===== src/rtl/idw_pkg.sv =====
package idw_pkg;

  // ----------------------------------------------------------------
  // Register byte offsets
  // ----------------------------------------------------------------
  localparam logic [7:0] A_INSTR = 8'h00;
  localparam logic [7:0] A_OPERAND = 8'h04;
  localparam logic [7:0] A_ACC = 8'h08;
  localparam logic [7:0] A_PCLATCH = 8'h0C;
  localparam logic [7:0] A_STATUS = 8'h10;
  localparam logic [7:0] A_DECODE = 8'h14;
  localparam logic [7:0] A_RESULT = 8'h18;
  localparam logic [7:0] A_PC = 8'h1C;

  // ----------------------------------------------------------------
  // Reset values
  // ----------------------------------------------------------------
  localparam logic [13:0] INSTR_RST = 14'h0000;
  localparam logic [7:0] BYTE_RST = 8'h00;
  localparam logic [4:0] PCLATCH_RST = 5'h00;
  localparam logic [12:0] PC_RST = 13'h0000;

  // ----------------------------------------------------------------
  // File addresses and status bits
  // ----------------------------------------------------------------
  localparam logic [6:0] F_PC_LOW = 7'h02;
  localparam logic [6:0] F_STATUS = 7'h03;
  localparam int C_BIT = 0;
  localparam int HALF_BIT = 1;
  localparam int Z_BIT = 2;

  // ----------------------------------------------------------------
  // Instruction word fields
  // ----------------------------------------------------------------
  localparam int FREG_LSB = 0;
  localparam int DEST_POS = 7;
  localparam int BITPOS_LSB = 7;
  localparam int FUNC_LSB = 8;
  localparam int CLASS_LSB = 12;

  // ----------------------------------------------------------------
  // Read-only register layouts
  // ----------------------------------------------------------------
  localparam int DEC_BIT_LSB = 8;
  localparam int DEC_DEST = 11;
  localparam int DEC_CLS_LSB = 12;
  localparam int DEC_LIT_LSB = 16;
  localparam int RES_FWR = 8;
  localparam int RES_SKIP = 9;
  localparam int RES_PCCHG = 10;
  localparam int RES_TWO = 11;
  localparam int RES_BUSY = 12;
  localparam int RES_SLEEP = 13;
  localparam int RES_WDT = 14;

  // ----------------------------------------------------------------
  // Timing and sizes
  // ----------------------------------------------------------------
  localparam int OSC_PER_CYCLE = 4;
  localparam int STACK_DEPTH = 8;

  typedef enum logic [1:0] {
    CLS_BYTE = 2'h0,
    CLS_BIT = 2'h1,
    CLS_LITCTL = 2'h2
  } idw_class_t;

  typedef enum logic [2:0] {
    SEQ_IDLE = 3'b001,
    SEQ_EXEC = 3'b010,
    SEQ_NOP = 3'b100
  } idw_seq_t;

endpackage : idw_pkg


===== src/rtl/idw_dec_if.sv =====
interface idw_dec_if;
  logic [13:0] word;
  idw_pkg::idw_class_t cls;
  logic [3:0] func;
  logic dest;
  logic [6:0] freg;
  logic [2:0] bitpos;
  logic [10:0] lit11;
  logic is_call;
  logic is_goto;
  logic is_ret;
  logic is_retlw;
  logic is_retfie;
  logic is_sleep;
  logic is_wdt;
  logic is_movwf;

  modport dec (input word, output cls, func, dest, freg, bitpos, lit11, is_call, is_goto,
    is_ret, is_retlw, is_retfie, is_sleep, is_wdt, is_movwf);
  modport core (output word, input cls, func, dest, freg, bitpos, lit11, is_call, is_goto,
    is_ret, is_retlw, is_retfie, is_sleep, is_wdt, is_movwf);
endinterface : idw_dec_if


===== src/rtl/idw_decode.sv =====
module idw_decode (
  idw_dec_if.dec bus // Word in, fields out
);
  wire [5:0] hi6 = bus.word[13:8];
  wire ctl_group = (hi6 == 6'h00) && !bus.word[7];

  // ----------------------------------------------------------------
  // Field split
  // ----------------------------------------------------------------
  assign bus.cls = bus.word[13] ? idw_pkg::CLS_LITCTL : // RQ2
    (bus.word[12] ? idw_pkg::CLS_BIT : idw_pkg::CLS_BYTE);
  assign bus.func = bus.word[idw_pkg::FUNC_LSB +: 4]; // RQ1
  assign bus.dest = bus.word[idw_pkg::DEST_POS]; // RQ3
  assign bus.freg = bus.word[idw_pkg::FREG_LSB +: 7]; // RQ4
  assign bus.bitpos = bus.word[idw_pkg::BITPOS_LSB +: 3]; // RQ5
  assign bus.lit11 = bus.word[10:0]; // RQ6

  // ----------------------------------------------------------------
  // Control forms; don't-care bits never enter a compare
  // ----------------------------------------------------------------
  assign bus.is_call = bus.word[13:11] == 3'h4;
  assign bus.is_goto = bus.word[13:11] == 3'h5;
  assign bus.is_retlw = bus.word[13:10] == 4'hD; // RQ7
  assign bus.is_ret = ctl_group && (bus.word[6:0] == 7'h08);
  assign bus.is_retfie = ctl_group && (bus.word[6:0] == 7'h09);
  assign bus.is_sleep = ctl_group && (bus.word[6:0] == 7'h63);
  assign bus.is_wdt = ctl_group && (bus.word[6:0] == 7'h64);
  assign bus.is_movwf = (hi6 == 6'h00) && bus.word[7];
endmodule : idw_decode


===== src/rtl/idw_seq.sv =====
module idw_seq #(
  parameter int Q_PER = idw_pkg::OSC_PER_CYCLE
) (
  input wire logic mclk, // Core clock
  input wire logic arst_n, // Async reset
  input wire logic start, // Begin an instruction
  input wire logic two_cycle, // Sampled at commit
  output logic busy, // Instruction in flight
  output logic commit, // Last clock of first cycle
  output logic [1:0] q_phase // Oscillator period within cycle
);
  idw_pkg::idw_seq_t state_reg, state_next;
  logic [1:0] q_reg;
  wire q_last = q_reg == 2'(Q_PER - 1);

  assign busy = state_reg != idw_pkg::SEQ_IDLE;
  assign commit = (state_reg == idw_pkg::SEQ_EXEC) && q_last; // RQ8
  assign q_phase = q_reg;

  always_comb begin
    case (state_reg)
      idw_pkg::SEQ_IDLE: state_next = start ? idw_pkg::SEQ_EXEC : idw_pkg::SEQ_IDLE;
      idw_pkg::SEQ_EXEC: begin
        if (!q_last) state_next = idw_pkg::SEQ_EXEC;
        else if (two_cycle) state_next = idw_pkg::SEQ_NOP; // RQ9
        else state_next = idw_pkg::SEQ_IDLE;
      end
      idw_pkg::SEQ_NOP: state_next = q_last ? idw_pkg::SEQ_IDLE : idw_pkg::SEQ_NOP;
      default: state_next = idw_pkg::SEQ_IDLE;
    endcase
  end

  always_ff @(posedge mclk or negedge arst_n) begin
    if (!arst_n) begin
      state_reg <= idw_pkg::SEQ_IDLE;
      q_reg <= 2'h0;
    end else begin
      state_reg <= state_next;
      q_reg <= (!busy || q_last) ? 2'h0 : q_reg + 2'h1; // RQ10
    end
  end
endmodule : idw_seq


===== src/rtl/idw_core.sv =====
// Operation
// (RQ1) Each instruction is one 14-bit word: opcode plus operand fields.
// (RQ2) Words are sorted into byte, bit, and literal-and-control classes.
// (RQ3) Byte ops: target bit 0 sends result to accumulator, 1 to file.
// (RQ4) Register number is a 7-bit field addressing files 0x00 to 0x7F.
// (RQ5) Bit ops: a 3-bit field picks one of eight bits.
// (RQ6) Literals are eight bits for data, eleven bits for jump targets.
// (RQ7) Don't-care opcode bits are ignored; tools should write them as zero.
// (RQ8) Instructions take one cycle unless a test succeeds or PC changes.
// (RQ9) Successful tests and PC changes take two cycles, second one idle.
// (RQ10) One instruction cycle is exactly four core clock periods.
// (RQ11) Writing PC low byte loads upper bits from the high latch.
// (RQ12) Flags made by an instruction override those bits when status is written.
// (RQ13) Bit set and clear read the whole byte, modify, write it back.
module idw_core (
  input wire logic mclk, // Core clock
  input wire logic arst_n, // Async reset, active low
  input wire logic hsel, // Slave select
  input wire logic [31:0] haddr, // Byte address
  input wire logic [1:0] htrans, // Transfer type
  input wire logic hwrite, // Write when high
  input wire logic [2:0] hsize, // Transfer size
  input wire logic [31:0] hwdata, // Write data
  input wire logic hready, // Bus ready in
  output logic hreadyout, // Slave ready
  output logic hresp, // Always OKAY
  output logic [31:0] hrdata, // Read data
  output logic [1:0] q_phase, // Period within instruction cycle
  output logic instr_busy, // Instruction in flight
  output logic file_wr, // One-clock file write strobe
  output logic [6:0] file_addr, // File write address
  output logic [7:0] file_data // File write data
);
  // ----------------------------------------------------------------
  // Bus slave
  // ----------------------------------------------------------------
  logic dp_valid_reg, dp_write_reg, dp_map_reg;
  logic [7:0] dp_addr_reg;
  logic [31:0] rd_word, hrdata_reg;
  logic busy, commit, two_now;

  wire addr_take = hsel && htrans[1] && hready;
  wire addr_map = (haddr[31:5] == 27'h0) && (haddr[1:0] == 2'h0);
  // Writes wait out a running instruction, so no write meets a commit
  wire stall = dp_valid_reg && dp_write_reg && busy;
  wire wr_en = dp_valid_reg && dp_write_reg && dp_map_reg && !stall;
  wire wr_instr = wr_en && (dp_addr_reg == idw_pkg::A_INSTR);
  wire wr_operand = wr_en && (dp_addr_reg == idw_pkg::A_OPERAND);
  wire wr_acc = wr_en && (dp_addr_reg == idw_pkg::A_ACC);
  wire wr_pclatch = wr_en && (dp_addr_reg == idw_pkg::A_PCLATCH);
  wire wr_status = wr_en && (dp_addr_reg == idw_pkg::A_STATUS);

  assign hreadyout = !stall;
  assign hresp = 1'b0;
  assign hrdata = hrdata_reg;

  always_ff @(posedge mclk or negedge arst_n) begin
    if (!arst_n) begin
      dp_valid_reg <= 1'b0;
      dp_write_reg <= 1'b0;
      dp_map_reg <= 1'b0;
      dp_addr_reg <= 8'h00;
    end else if (hready) begin
      dp_valid_reg <= addr_take;
      dp_write_reg <= hwrite;
      dp_map_reg <= addr_map;
      dp_addr_reg <= haddr[7:0];
    end
  end

  always_ff @(posedge mclk or negedge arst_n) begin
    if (!arst_n) hrdata_reg <= 32'h0000_0000;
    else if (addr_take && !hwrite) hrdata_reg <= addr_map ? rd_word : 32'h0000_0000;
  end

  // ----------------------------------------------------------------
  // Decode and timing
  // ----------------------------------------------------------------
  idw_dec_if dif ();
  logic [13:0] instr_reg;

  assign dif.word = instr_reg;

  idw_decode u_dec (
    .bus (dif.dec)
  );

  idw_seq #(
    .Q_PER (idw_pkg::OSC_PER_CYCLE)
  ) u_seq (
    .mclk (mclk),
    .arst_n (arst_n),
    .start (wr_instr),
    .two_cycle (two_now),
    .busy (busy),
    .commit (commit),
    .q_phase (q_phase)
  );

  assign instr_busy = busy;

  // ----------------------------------------------------------------
  // Architectural state
  // ----------------------------------------------------------------
  logic [7:0] operand_reg, acc_reg, status_reg, res_reg;
  logic [4:0] pclatch_reg;
  logic [12:0] pc_reg;
  logic [12:0] stack_mem [idw_pkg::STACK_DEPTH];
  logic [2:0] sp_reg;
  logic fwr_reg, skip_reg, pcchg_reg, two_reg, sleep_reg, wdt_reg;

  // ----------------------------------------------------------------
  // Execute
  // ----------------------------------------------------------------
  function automatic logic [9:0] add8(input logic [7:0] a, input logic [7:0] b,
      input logic cin);
    logic [8:0] s;
    logic [4:0] h;
    s = {1'b0, a} + {1'b0, b} + {8'h00, cin};
    h = {1'b0, a[3:0]} + {1'b0, b[3:0]} + {4'h0, cin};
    return {h[4], s[8], s[7:0]};
  endfunction : add8

  // Low byte of the PC reads back as the executing instruction's address
  wire [7:0] fval = (dif.freg == idw_pkg::F_STATUS) ? status_reg :
    (dif.freg == idw_pkg::F_PC_LOW) ? pc_reg[7:0] : operand_reg;
  wire [7:0] lit8 = dif.lit11[7:0];
  wire [7:0] bmask = 8'h01 << dif.bitpos;
  logic [7:0] r;
  logic [9:0] t;
  logic cy, dcy, zm, cm, dcm, to_w, to_f, skip, arith;

  always_comb begin
    t = 10'h000;
    r = 8'h00;
    cy = status_reg[idw_pkg::C_BIT];
    dcy = status_reg[idw_pkg::HALF_BIT];
    zm = 1'b0;
    cm = 1'b0;
    dcm = 1'b0;
    to_w = 1'b0;
    to_f = 1'b0;
    skip = 1'b0;
    arith = 1'b0;
    case (dif.cls)
      idw_pkg::CLS_BYTE: begin
        to_w = !dif.dest; // RQ3
        to_f = dif.dest; // RQ3
        zm = (dif.func != 4'h0) && (dif.func < 4'hB);
        case (dif.func)
          4'h0: begin
            r = acc_reg;
            to_w = 1'b0;
            to_f = dif.is_movwf;
          end
          4'h1: r = 8'h00;
          4'h2: t = add8(fval, ~acc_reg, 1'b1);
          4'h3: r = fval - 8'h01;
          4'h4: r = fval | acc_reg;
          4'h5: r = fval & acc_reg;
          4'h6: r = fval ^ acc_reg;
          4'h7: t = add8(fval, acc_reg, 1'b0);
          4'h8: r = fval;
          4'h9: r = ~fval;
          4'hA: r = fval + 8'h01;
          4'hB: begin
            r = fval - 8'h01;
            skip = r == 8'h00; // RQ9
          end
          4'hC: begin
            r = {cy, fval[7:1]};
            cy = fval[0];
            cm = 1'b1;
          end
          4'hD: begin
            r = {fval[6:0], cy};
            cy = fval[7];
            cm = 1'b1;
          end
          4'hE: r = {fval[3:0], fval[7:4]};
          4'hF: begin
            r = fval + 8'h01;
            skip = r == 8'h00; // RQ9
          end
          default: r = 8'h00;
        endcase
        arith = (dif.func == 4'h2) || (dif.func == 4'h7);
      end
      idw_pkg::CLS_BIT: begin
        to_f = !dif.func[3]; // RQ13
        case (dif.func[3:2])
          2'h0: r = fval & ~bmask; // RQ13
          2'h1: r = fval | bmask; // RQ13
          2'h2: skip = !fval[dif.bitpos]; // RQ5
          2'h3: skip = fval[dif.bitpos]; // RQ5
          default: skip = 1'b0;
        endcase
      end
      default: begin
        if (dif.word[12]) begin
          to_w = 1'b1;
          zm = dif.func[3];
          casez (dif.func)
            4'b0???: r = lit8; // RQ6
            4'b1000: r = lit8 | acc_reg;
            4'b1001: r = lit8 & acc_reg;
            4'b1010: r = lit8 ^ acc_reg;
            4'b110?: t = add8(lit8, ~acc_reg, 1'b1); // RQ7
            4'b111?: t = add8(lit8, acc_reg, 1'b0); // RQ7
            default: begin
              to_w = 1'b0;
              zm = 1'b0;
            end
          endcase
          arith = dif.func[3:2] == 2'h3;
        end
      end
    endcase
    if (arith) begin
      r = t[7:0];
      cy = t[8];
      dcy = t[9];
      cm = 1'b1;
      dcm = 1'b1;
    end
  end

  // ----------------------------------------------------------------
  // Program counter, stack and status
  // ----------------------------------------------------------------
  wire pc_low_wr = to_f && (dif.freg == idw_pkg::F_PC_LOW);
  wire st_wr = to_f && (dif.freg == idw_pkg::F_STATUS);
  wire ext_wr = to_f && !pc_low_wr && !st_wr;
  wire pc_jump = dif.is_call || dif.is_goto;
  wire pc_pop = dif.is_ret || dif.is_retlw || dif.is_retfie;
  wire pc_chg = pc_jump || pc_pop || pc_low_wr;
  wire [12:0] pc_inc = pc_reg + 13'h0001;
  wire [12:0] pc_top = stack_mem[sp_reg - 3'h1];
  logic [12:0] pc_next;
  logic [7:0] st_next;

  assign two_now = skip || pc_chg; // RQ8

  always_comb begin
    if (pc_low_wr) pc_next = {pclatch_reg, r}; // RQ11
    else if (pc_jump) pc_next = {pclatch_reg[4:3], dif.lit11}; // RQ6
    else if (pc_pop) pc_next = pc_top;
    else if (skip) pc_next = pc_reg + 13'h0002;
    else pc_next = pc_inc;
  end

  always_comb begin
    st_next = st_wr ? r : status_reg;
    if (zm) st_next[idw_pkg::Z_BIT] = r == 8'h00; // RQ12
    if (cm) st_next[idw_pkg::C_BIT] = cy; // RQ12
    if (dcm) st_next[idw_pkg::HALF_BIT] = dcy; // RQ12
  end

  always_ff @(posedge mclk or negedge arst_n) begin
    if (!arst_n) instr_reg <= idw_pkg::INSTR_RST;
    else if (wr_instr) instr_reg <= hwdata[13:0]; // RQ1
  end

  always_ff @(posedge mclk or negedge arst_n) begin
    if (!arst_n) acc_reg <= idw_pkg::BYTE_RST;
    else if (wr_acc) acc_reg <= hwdata[7:0];
    else if (commit && to_w) acc_reg <= r; // RQ3
  end

  always_ff @(posedge mclk or negedge arst_n) begin
    if (!arst_n) operand_reg <= idw_pkg::BYTE_RST;
    else if (wr_operand) operand_reg <= hwdata[7:0];
    else if (commit && ext_wr) operand_reg <= r; // RQ13
  end

  always_ff @(posedge mclk or negedge arst_n) begin
    if (!arst_n) status_reg <= idw_pkg::BYTE_RST;
    else if (wr_status) status_reg <= hwdata[7:0];
    else if (commit) status_reg <= st_next; // RQ12
  end

  always_ff @(posedge mclk or negedge arst_n) begin
    if (!arst_n) pclatch_reg <= idw_pkg::PCLATCH_RST;
    else if (wr_pclatch) pclatch_reg <= hwdata[4:0];
  end

  always_ff @(posedge mclk or negedge arst_n) begin
    if (!arst_n) begin
      pc_reg <= idw_pkg::PC_RST;
      sp_reg <= 3'h0;
    end else if (commit) begin
      pc_reg <= pc_next; // RQ11
      if (dif.is_call) sp_reg <= sp_reg + 3'h1;
      else if (pc_pop) sp_reg <= sp_reg - 3'h1;
    end
  end

  // Circular stack without overflow detection, so no reset is needed
  always_ff @(posedge mclk) begin
    if (commit && dif.is_call) stack_mem[sp_reg] <= pc_inc;
  end

  always_ff @(posedge mclk or negedge arst_n) begin
    if (!arst_n) begin
      res_reg <= 8'h00;
      fwr_reg <= 1'b0;
      skip_reg <= 1'b0;
      pcchg_reg <= 1'b0;
      two_reg <= 1'b0;
      sleep_reg <= 1'b0;
      wdt_reg <= 1'b0;
      file_wr <= 1'b0;
      file_addr <= 7'h00;
      file_data <= 8'h00;
    end else begin
      file_wr <= commit && ext_wr; // RQ3
      if (commit) begin
        res_reg <= r;
        fwr_reg <= to_f;
        skip_reg <= skip;
        pcchg_reg <= pc_chg;
        two_reg <= two_now; // RQ9
        sleep_reg <= dif.is_sleep;
        wdt_reg <= dif.is_wdt;
        file_addr <= dif.freg; // RQ4
        file_data <= r;
      end
    end
  end

  // ----------------------------------------------------------------
  // Read mux
  // ----------------------------------------------------------------
  always_comb begin
    rd_word = 32'h0000_0000;
    case (haddr[7:0])
      idw_pkg::A_INSTR: rd_word[13:0] = instr_reg;
      idw_pkg::A_OPERAND: rd_word[7:0] = operand_reg;
      idw_pkg::A_ACC: rd_word[7:0] = acc_reg;
      idw_pkg::A_PCLATCH: rd_word[4:0] = pclatch_reg;
      idw_pkg::A_STATUS: rd_word[7:0] = status_reg;
      idw_pkg::A_DECODE: begin
        rd_word[6:0] = dif.freg;
        rd_word[idw_pkg::DEC_BIT_LSB +: 3] = dif.bitpos;
        rd_word[idw_pkg::DEC_DEST] = dif.dest;
        rd_word[idw_pkg::DEC_CLS_LSB +: 2] = dif.cls; // RQ2
        rd_word[idw_pkg::DEC_LIT_LSB +: 11] = dif.lit11;
      end
      idw_pkg::A_RESULT: begin
        rd_word[7:0] = res_reg;
        rd_word[idw_pkg::RES_FWR] = fwr_reg;
        rd_word[idw_pkg::RES_SKIP] = skip_reg;
        rd_word[idw_pkg::RES_PCCHG] = pcchg_reg;
        rd_word[idw_pkg::RES_TWO] = two_reg;
        rd_word[idw_pkg::RES_BUSY] = busy;
        rd_word[idw_pkg::RES_SLEEP] = sleep_reg;
        rd_word[idw_pkg::RES_WDT] = wdt_reg;
      end
      idw_pkg::A_PC: rd_word[12:0] = pc_reg;
      default: rd_word = 32'h0000_0000;
    endcase
  end
endmodule : idw_core


===== config.mk =====
export PLATFORM = sky130hd
export DESIGN_NAME = idw_core
export DESIGN_NICKNAME = d
export VERILOG_FILES = /design/src/rtl/idw_pkg.sv /design/src/rtl/idw_dec_if.sv /design/src/rtl/idw_decode.sv /design/src/rtl/idw_seq.sv /design/src/rtl/idw_core.sv
export SDC_FILE = /design/constraint.sdc
export NUM_CORES = 1
export LEC_CHECK = 0
export ABC_CLOCK_PERIOD_IN_PS = 13100
export BUFFER_PORTS_ARGS = -buffer_cell sky130_fd_sc_hd__buf_4
export CORE_MARGIN = 2
export CORE_UTILIZATION = 52
export DETAILED_ROUTE_END_ITERATION = 10
export PLACE_DENSITY = 0.71
export SETUP_SLACK_MARGIN = 0.05
export SYNTH_ARGS = -nofsm -noshare
export SYNTH_HDL_FRONTEND = slang
export SYNTH_HIERARCHICAL = 1
export SYNTH_SLANG_ARGS = --single-unit

===== constraint.sdc =====
create_clock -name mclk -period 13.1 [get_ports mclk]
set_clock_uncertainty 0.05 [all_clocks]
set_input_delay 0 -clock mclk [delete_from_list [all_inputs] [get_ports mclk]]
set_output_delay 0 -clock mclk [all_outputs]
set_load 0.03 [all_outputs]

After elaboration in Yosys (flattened, before gate mapping)
Memory sizes are Yosys's and may differ from the RTL's.
Cells that the tools add are included.
{"block": "word_totals", "ff_bits": 129, "ramBits": 104, "in_bits": 74, "output_inout_bits": 53, "word_cells": 253, "n_memories": 1}
{"name": "stack_mem", "depth": 8, "word_bits": 13, "rd": 1, "rd_clocked_by_memory_dff": 0, "wr": 1, "line": "idw_core.sv:108", "text": "logic [12:0] stack_mem [idw_pkg::STACK_DEPTH];"}
{"block": "classes", "add_sub_neg": 19, "n_lt_le_gt_ge": 2, "n_eq_ne": 48, "shift": 1, "n_mux": 70, "bitwise": 12, "n_reduce_logical": 74}
{"op": "$mux W8", "count": 11}
{"op": "$pmux W8 S11", "count": 1}
{"op": "$pmux W10 S2", "count": 3}
{"op": "$mux W13", "count": 4}
{"op": "$eq A8 B5 Y1 const B", "count": 5}
{"op": "$logic_not A8 Y1", "count": 5}
{"op": "$add A8 B8 Y9", "count": 4}
{"op": "$eq A4 B4 Y1 const B", "count": 9}
{"op": "$pmux W5 S7", "count": 1}
{"op": "$eq A8 B4 Y1 const B", "count": 4}
{"op": "$pmux W8 S2", "count": 2}
{"op": "$pmux W8 S4", "count": 1}
{"op": "$logic_and A1 B1 Y1", "count": 28}
{"op": "$logic_not A27 Y1", "count": 1}
{"op": "$mux W27", "count": 1}
{"op": "$and A8 B8 Y8", "count": 3}
{"op": "$not A8 Y8", "count": 3}
{"op": "$or A8 B8 Y8", "count": 3}
{"op": "$mux W1", "count": 22}
{"op": "$add A4 B4 Y5", "count": 4}
{"op": "$pmux W5 S4", "count": 1}
{"op": "$add A9 B1 Y9 const B", "count": 2}
{"op": "$eq A4 B3 Y1 const B", "count": 4}
{"op": "$eq A8 B3 Y1 const B", "count": 2}
{"op": "other kinds (49)", "count": 102}

Longest topological paths before layout
{"block": "depth", "ltp_word": 12, "depth_mapped": 20, "mapped_depth_nobuf": 17}

Modules after synthesis
Netlist, hierarchy kept.
{"mod": "idw_core", "n_inst": 1, "cells_per_inst": 1434, "area_each_um2": 14227.4, "seq_area_each_um2": 6075.8}
{"mod": "idw_decode", "n_inst": 1, "cells_per_inst": 46, "area_each_um2": 347.8, "seq_area_each_um2": 0.0}
{"mod": "idw_seq", "n_inst": 1, "cells_per_inst": 24, "area_each_um2": 261.5, "seq_area_each_um2": 126.4}

Worst setup path after synthesis
Ideal clock, no wire load.
{"block": "synth_timing", "path_type": "register -> register", "from": "register instr_reg[4], in the netlist dif.word[4]", "to": "register status_reg[2]", "setup_ns": 0.092, "t_arrival_ns": 4.534, "t_required_ns": 12.958, "path_slack_ns": 8.424, "path_stages_with_launch": 19, "n_path_buf": 2, "synth_period_minus_slack_ns": 4.676, "cell_sequence": "dfrtp_1 > buf_4 > or4_4 > buf_6 > nor2_4 > mux2i_1 > inv_1 > ha_1 > fa_1 > a21o_1 > a21oi_1 > nor2b_1 > o21ai_0 > nand2b_1 > nand2_1 > a31oi_1 > a2111o_1 > or4_1 > o31ai_2"}
{"block": "synth_between", "elab_chain_len": 12, "word_cells_on_any_way": 39, "classes_between": "8 x add/sub; 2 x eq/ne; 16 x mux; 9 x bitwise; 4 x reduce/logical"}
{"item": "start, declared", "line": "idw_core.sv:80", "text": "logic [13:0] instr_reg;"}
{"item": "start signal, assigned", "line": "idw_core.sv:260", "text": "if (!arst_n) instr_reg <= idw_pkg::INSTR_RST;"}
{"item": "start signal, assigned", "line": "idw_core.sv:261", "text": "else if (wr_instr) instr_reg <= hwdata[13:0];"}
{"item": "$eq A7 B2 Y1", "line": "idw_core.sv:126", "text": "(dif.freg == idw_pkg::F_PC_LOW) ? pc_reg[7:0] : operand_reg;"}
{"item": "$mux W8", "line": "idw_core.sv:126"}
{"item": "$mux W8", "line": "idw_core.sv:125", "text": "wire [7:0] fval = (dif.freg == idw_pkg::F_STATUS) ? status_reg :"}
{"item": "$add A8 B8 Y9", "line": "idw_core.sv:119", "text": "s = {1'b0, a} + {1'b0, b} + {8'h00, cin};"}
{"item": "$add A9 B1 Y9", "line": "idw_core.sv:119"}
{"item": "$pmux W10 S2", "line": "idw_core.sv:150", "text": "case (dif.func)"}
{"item": "$pmux W10 S2", "line": "idw_core.sv:145", "text": "case (dif.cls)"}
{"item": "$mux W8", "line": "idw_core.sv:219", "text": "if (arith) begin"}
{"item": "$logic_not A8 Y1 or $mux W8 (tied branches)", "line": "idw_core.sv:254, idw_core.sv:253"}
{"item": "$mux W1", "line": "idw_core.sv:254", "text": "if (zm) st_next[idw_pkg::Z_BIT] = r == 8'h00;"}
{"item": "$mux W8", "line": "idw_core.sv:279", "text": "else if (commit) status_reg <= st_next;"}
{"item": "$mux W8", "line": "idw_core.sv:278", "text": "else if (wr_status) status_reg <= hwdata[7:0];"}
{"item": "end signal, assigned", "line": "idw_core.sv:277", "text": "if (!arst_n) status_reg <= idw_pkg::BYTE_RST;"}
{"item": "end signal, assigned", "line": "idw_core.sv:278"}
{"item": "end signal, assigned", "line": "idw_core.sv:279"}
{"item": "end, declared", "line": "idw_core.sv:105", "text": "logic [7:0] operand_reg, acc_reg, status_reg, res_reg;"}
Parallel ways exist; a longest one is shown, timed or not. The select of a mux whose other input is x is not followed.
A chain may end at the register's enable or synchronous reset.

Final worst setup path
{"block": "layout_timing", "from": "register instr_reg[6], in the netlist dif.word[6]", "to": "register status_reg[7]"}
{"block": "layout_between", "elab_chain_len": 11, "word_cells_on_any_way": 32, "classes_between": "8 x add/sub; 2 x eq/ne; 13 x mux; 6 x bitwise; 3 x reduce/logical"}
{"item": "$eq A7 B2 Y1", "line": "idw_core.sv:126"}
{"item": "$mux W8", "line": "idw_core.sv:126"}
{"item": "$mux W8", "line": "idw_core.sv:125"}
{"item": "$add A8 B8 Y9", "line": "idw_core.sv:119"}
{"item": "$add A9 B1 Y9", "line": "idw_core.sv:119"}
{"item": "$pmux W10 S2", "line": "idw_core.sv:150"}
{"item": "$pmux W10 S2", "line": "idw_core.sv:145"}
{"item": "$mux W8", "line": "idw_core.sv:219"}
{"item": "$mux W8", "line": "idw_core.sv:253", "text": "st_next = st_wr ? r : status_reg;"}
{"item": "$mux W8", "line": "idw_core.sv:279"}
{"item": "$mux W8", "line": "idw_core.sv:278"}
Parallel ways exist; a longest one is shown, timed or not. The select of a mux whose other input is x is not followed.

==> impl_summary.md <==
Status
The run finished with clean final reports.

Clocking
Counting the buffers created by CTS gives 24. After clock tree synthesis, the clock-pin slew on the worst setup and hold paths is about 0.06 ns. The cts-stage hold buffer count is 42. The number of buffers inserted to repair setup after CTS is 0. The buffer type at the clock tree root is sky130_fd_sc_hd__clkbuf_16.

CTS built an H-tree with a depth of 1. The number of clock sinks seen by CTS is 227. TritonCTS built the clock tree. In this run, post-CTS repair resized a total of 0 instances. The maximum clock path buffer count is 3. The clock insertion delay at the later pin of the skew report is roughly 0.55 ns.

Cells and area
The post-layout net count is ~1700. Of the cells placed in the final design, the portion with a size suffix greater than 1 is 0.1806. The library cell used most frequently in the layout, excluding fill and tap cells, is sky130_fd_sc_hd__nand2_1. The flip-flop count of the largest register, all copies and words added is approximately 100. Leaving out fill and tap cells, the most frequent cells in the layout are 132 x sky130_fd_sc_hd__nand2_1, 126 x sky130_fd_sc_hd__buf_4, 121 x sky130_fd_sc_hd__dfrtp_1. The summed area of non-filler cells in the final layout is between 15000 and 20000 um^2.

The growth of design area from synthesis to finish is 14.42%. The number of antenna diodes in the final layout is 0.

Synthesis
Of all cell types, the one taking the most synthesized area is sky130_fd_sc_hd__edfxtp_1. Synthesis handed over a netlist of 1504 instances. The top cell type's share of synthesized area is 0.2105. The Yosys step of the flow raised 6 warnings. For this run, the register share of the synthesized area comes to 0.4180. The synthesized area per cell is a little under 10 um^2. After synthesis, the cell types taking the most area are sky130_fd_sc_hd__edfxtp_1 21%, sky130_fd_sc_hd__dfrtp_1 21%, sky130_fd_sc_hd__ha_1 5.4%. The distinct cell type count of the synthesized netlist is between 80 and 90. The number of enable-type register cells in the synthesized netlist is ~100. After synthesis, the share of flip-flops with an asynchronous set or reset is 0.5419. The synthesized area is about 15000 um^2. The register bit count reported by yosys is between 200 and 250. The most used flip-flop cell after synthesis is sky130_fd_sc_hd__dfrtp_1.

Floorplan
For this design the top-level I/O count stands at around 130. The floorplan has 61 rows. The effective utilization at floorplan is 0.5311. The die covers roughly 30000 um^2.

From bottom edge to top edge, the die measures around 170 um. The floorplan step set the die width to between 150 and 200 um. The placeable core region is 27930 um^2.

Timing
Adding up every negative setup slack in the final design gives 0 ns. Setup violations remaining at the end of the flow were counted as 0. Setup repair after global routing left no endpoint under its margin. In this run the tightest slew margin relative to its limit is 0.2800.

The final critical-path share of the clock period is 0.4301. Derived from the worst setup path, the maximum achievable clock frequency is ~180 MHz. The slew at the pin with the worst max-slew slack is roughly 1.1 ns.

The count of pins over their slew limit is 0. In the post-route analysis, the smallest setup slack over all paths is between 7 and 8 ns. The hold violation total from the final report came to 0. The tightest hold path in the finished design has a slack of about 0.06 ns. The worst path needs 5.634 ns of the cycle, external delays included.

Setup path
The worst register-to-register path begins at dif.word[6]$_DFFE_PN0P_. The setup slack of the worst register-to-register path is 7.47 ns. Counting cells, the worst reg-to-reg path comes to 16.

STA puts the critical path data required time at between 10 and 15 ns. The type of element launching the critical path is a register. Of all nets on the critical path, the largest fanout is 14. The endpoint identified for the worst register-to-register timing path is status_reg[7]$_DFFE_PN0P_. Tracing the worst setup path back leads to its startpoint at dif.word[6]$_DFFE_PN0P_.

Data arrives at the worst endpoint at 6.05 ns. Following the worst setup path forward leads to its endpoint at status_reg[7]$_DFFE_PN0P_. The worst setup path is captured at a register.

The critical path class is register to register.

Placement
After legalization and detailed placement, the total HPWL measured 33390 um. The number of input and output port buffers inserted is 97. The instance area at placement is 15660 um^2. The worst slack after detailed placement is between 7 and 8 ns.

The global placer's final weighted congestion is ~1.0.

Route
The length of the first detailed-routing pass in iterations is 6. The average wire per cell in the routed design is around 24 um. The number of DRC violations after detailed routing is 0. The count of nets left with antenna violations once routing finished came out at 0.

Dividing the detail-routed via count by the number of cells gives approximately 6.6. The first-iteration detailed-routing DRC count is around 1700. The number of vias in the routed layout is between 10000 and 15000. The final layout contains routed wiring with a total length of between 40000 and 50000 um.

Min path
The class of the worst hold path is input pin to register. The hold-critical path depth is 5.

Global routing
The largest net degree at the start of global routing is slightly above 70. The via count of the first global-routing pass is between 10000 and 15000. The first global-routing pass estimated 73930 um of wire. The total overflow reported by the global router is 0.

The number of antenna violations at the first check in global routing is 0. The total global-route track usage is 0.3141.

Flow run
The total of max-cap violations is 0.

Pwr
Across the VDD grid, the largest voltage drop is 102.3 uV. In this run the power density over the cells is roughly 93 nW/um^2. The analysis attributes to cell leakage a power of roughly 0.0066 uW. Summing internal, switching and leakage power gives around 1600 uW.
[metrics by stage]
stage / utilization / cells
final: 0.6077 / 1967
after global routing: 0.6077 / 1967
after CTS: 0.6077 / 1967
after detailed placement: 0.5606 / 1881
after global placement: 0.5606 / 1881
after floorplan: - / 1510
[worst min-delay path by stage]
stage	from	to	slack (ns)
3_3_place_gp	arst_n	file_addr[2]$_DFFE_PN0P_	-0.05
2_1_floorplan	arst_n	acc_reg[0]$_DFFE_PN0P_	-0.35
4_1_cts	haddr[30]	dp_map_reg$_DFFE_PN0P_	0.06
6_report	haddr[30]	dp_map_reg$_DFFE_PN0P_	0.06
5_1_grt	haddr[30]	dp_map_reg$_DFFE_PN0P_	0.08
3_5_place_dp	arst_n	file_addr[2]$_DFFE_PN0P_	-0.04
[routing by layer]
layer | part of all wire | track usage
met2 | 0.45 | 0.4900
met1 | 0.40 | 0.4413
met5 | 0 | 0
met4 | 0.042 | 0.1116
met3 | 0.11 | 0.05805
[power by group]
group	switching, uW	total, uW	internal (uW)	leakage [uW]
Clock	304	743	439	0.000418
Sequential	7.78	753	745	0.00235
Combinational	41.9	78.2	36.3	0.00384
[area by class of cell]
| class | instances | area (um^2) |
|---|---|---|
| fillers | 2310 | 10960 |
| multi-input cells | 1089 | 7800 |
| flip-flops and latches | 227 | 6203 |
| repair buffers | 169 | 1395 |
| clock buffers | 28 | 645.6 |
| well taps | 378 | 473.0 |
| clock inverters | 16 | 234.0 |
| inverters | 60 | 225.2 |
[synth_stat cells, types with 5 or more instances]
cell	count
sky130_fd_sc_hd__a211oi_1	16
sky130_fd_sc_hd__a21o_1	10
sky130_fd_sc_hd__a21oi_1	83
sky130_fd_sc_hd__a221o_1	5
sky130_fd_sc_hd__a221oi_1	10
sky130_fd_sc_hd__a222oi_1	10
sky130_fd_sc_hd__a22o_1	24
sky130_fd_sc_hd__a22oi_1	25
sky130_fd_sc_hd__a311oi_1	5
sky130_fd_sc_hd__a31oi_1	15
sky130_fd_sc_hd__a32o_1	5
sky130_fd_sc_hd__a32oi_1	8
sky130_fd_sc_hd__and2_1	5
sky130_fd_sc_hd__and3_1	15
sky130_fd_sc_hd__buf_1	12
sky130_fd_sc_hd__buf_2	8
sky130_fd_sc_hd__buf_4	34
sky130_fd_sc_hd__clkbuf_1	79
sky130_fd_sc_hd__dfrtp_1	122
sky130_fd_sc_hd__edfxtp_1	104
sky130_fd_sc_hd__ha_1	64
sky130_fd_sc_hd__inv_1	56
sky130_fd_sc_hd__mux2_2	45
sky130_fd_sc_hd__mux2i_1	42
sky130_fd_sc_hd__mux4_2	26
sky130_fd_sc_hd__nand2_1	132
sky130_fd_sc_hd__nand3_1	42
sky130_fd_sc_hd__nand4_1	9
sky130_fd_sc_hd__nor2_1	117
sky130_fd_sc_hd__nor2b_1	12
sky130_fd_sc_hd__nor3_1	32
sky130_fd_sc_hd__nor3b_1	8
sky130_fd_sc_hd__nor4_1	17
sky130_fd_sc_hd__o2111ai_1	7
sky130_fd_sc_hd__o211ai_1	7
sky130_fd_sc_hd__o21ai_0	92
sky130_fd_sc_hd__o21bai_1	13
sky130_fd_sc_hd__o221ai_1	5
sky130_fd_sc_hd__o22ai_1	31
sky130_fd_sc_hd__o31ai_1	5
sky130_fd_sc_hd__or2_2	9
sky130_fd_sc_hd__or3_1	9
sky130_fd_sc_hd__xnor2_1	31
sky130_fd_sc_hd__xor2_1	13
[kinds of logic (layout without fill, tap and decap cells)]
| group | Yosys count | count (layout) | share of synthesized area |
|---|---|---|---|
| compound gates | 413 | 413 | 0.1894 |
| xor+xnor | 44 | 44 | 0.02597 |
| fa+ha+maj | 68 | 68 | 0.05937 |
| buf+inv | 194 | 273 | 0.05886 |
| flops | 227 | 227 | 0.4180 |
| mux | 113 | 113 | 0.1020 |
| other cells | 1 | 7 | 0.0002528 |
| simple gates | 444 | 444 | 0.1461 |
[critical path, cell delays in order (launching register included)]
cell                       delay [ns]
sky130_fd_sc_hd__dfrtp_1         0.65
sky130_fd_sc_hd__nor4_2          0.70
sky130_fd_sc_hd__nand2_2         0.32
sky130_fd_sc_hd__a21oi_2         0.63
sky130_fd_sc_hd__inv_1           0.32
sky130_fd_sc_hd__ha_1            0.28
sky130_fd_sc_hd__a21o_1          0.16
sky130_fd_sc_hd__a21oi_1         0.22
sky130_fd_sc_hd__o21bai_1        0.10
sky130_fd_sc_hd__a21oi_1         0.26
sky130_fd_sc_hd__o21ai_0         0.17
sky130_fd_sc_hd__xnor2_1         0.14
sky130_fd_sc_hd__o22ai_1         0.18
sky130_fd_sc_hd__a21oi_1         0.10
sky130_fd_sc_hd__a22oi_1         0.82
sky130_fd_sc_hd__mux2_2          0.30
sky130_fd_sc_hd__mux2_2          0.14
Power figures use the tool's default switching activity.
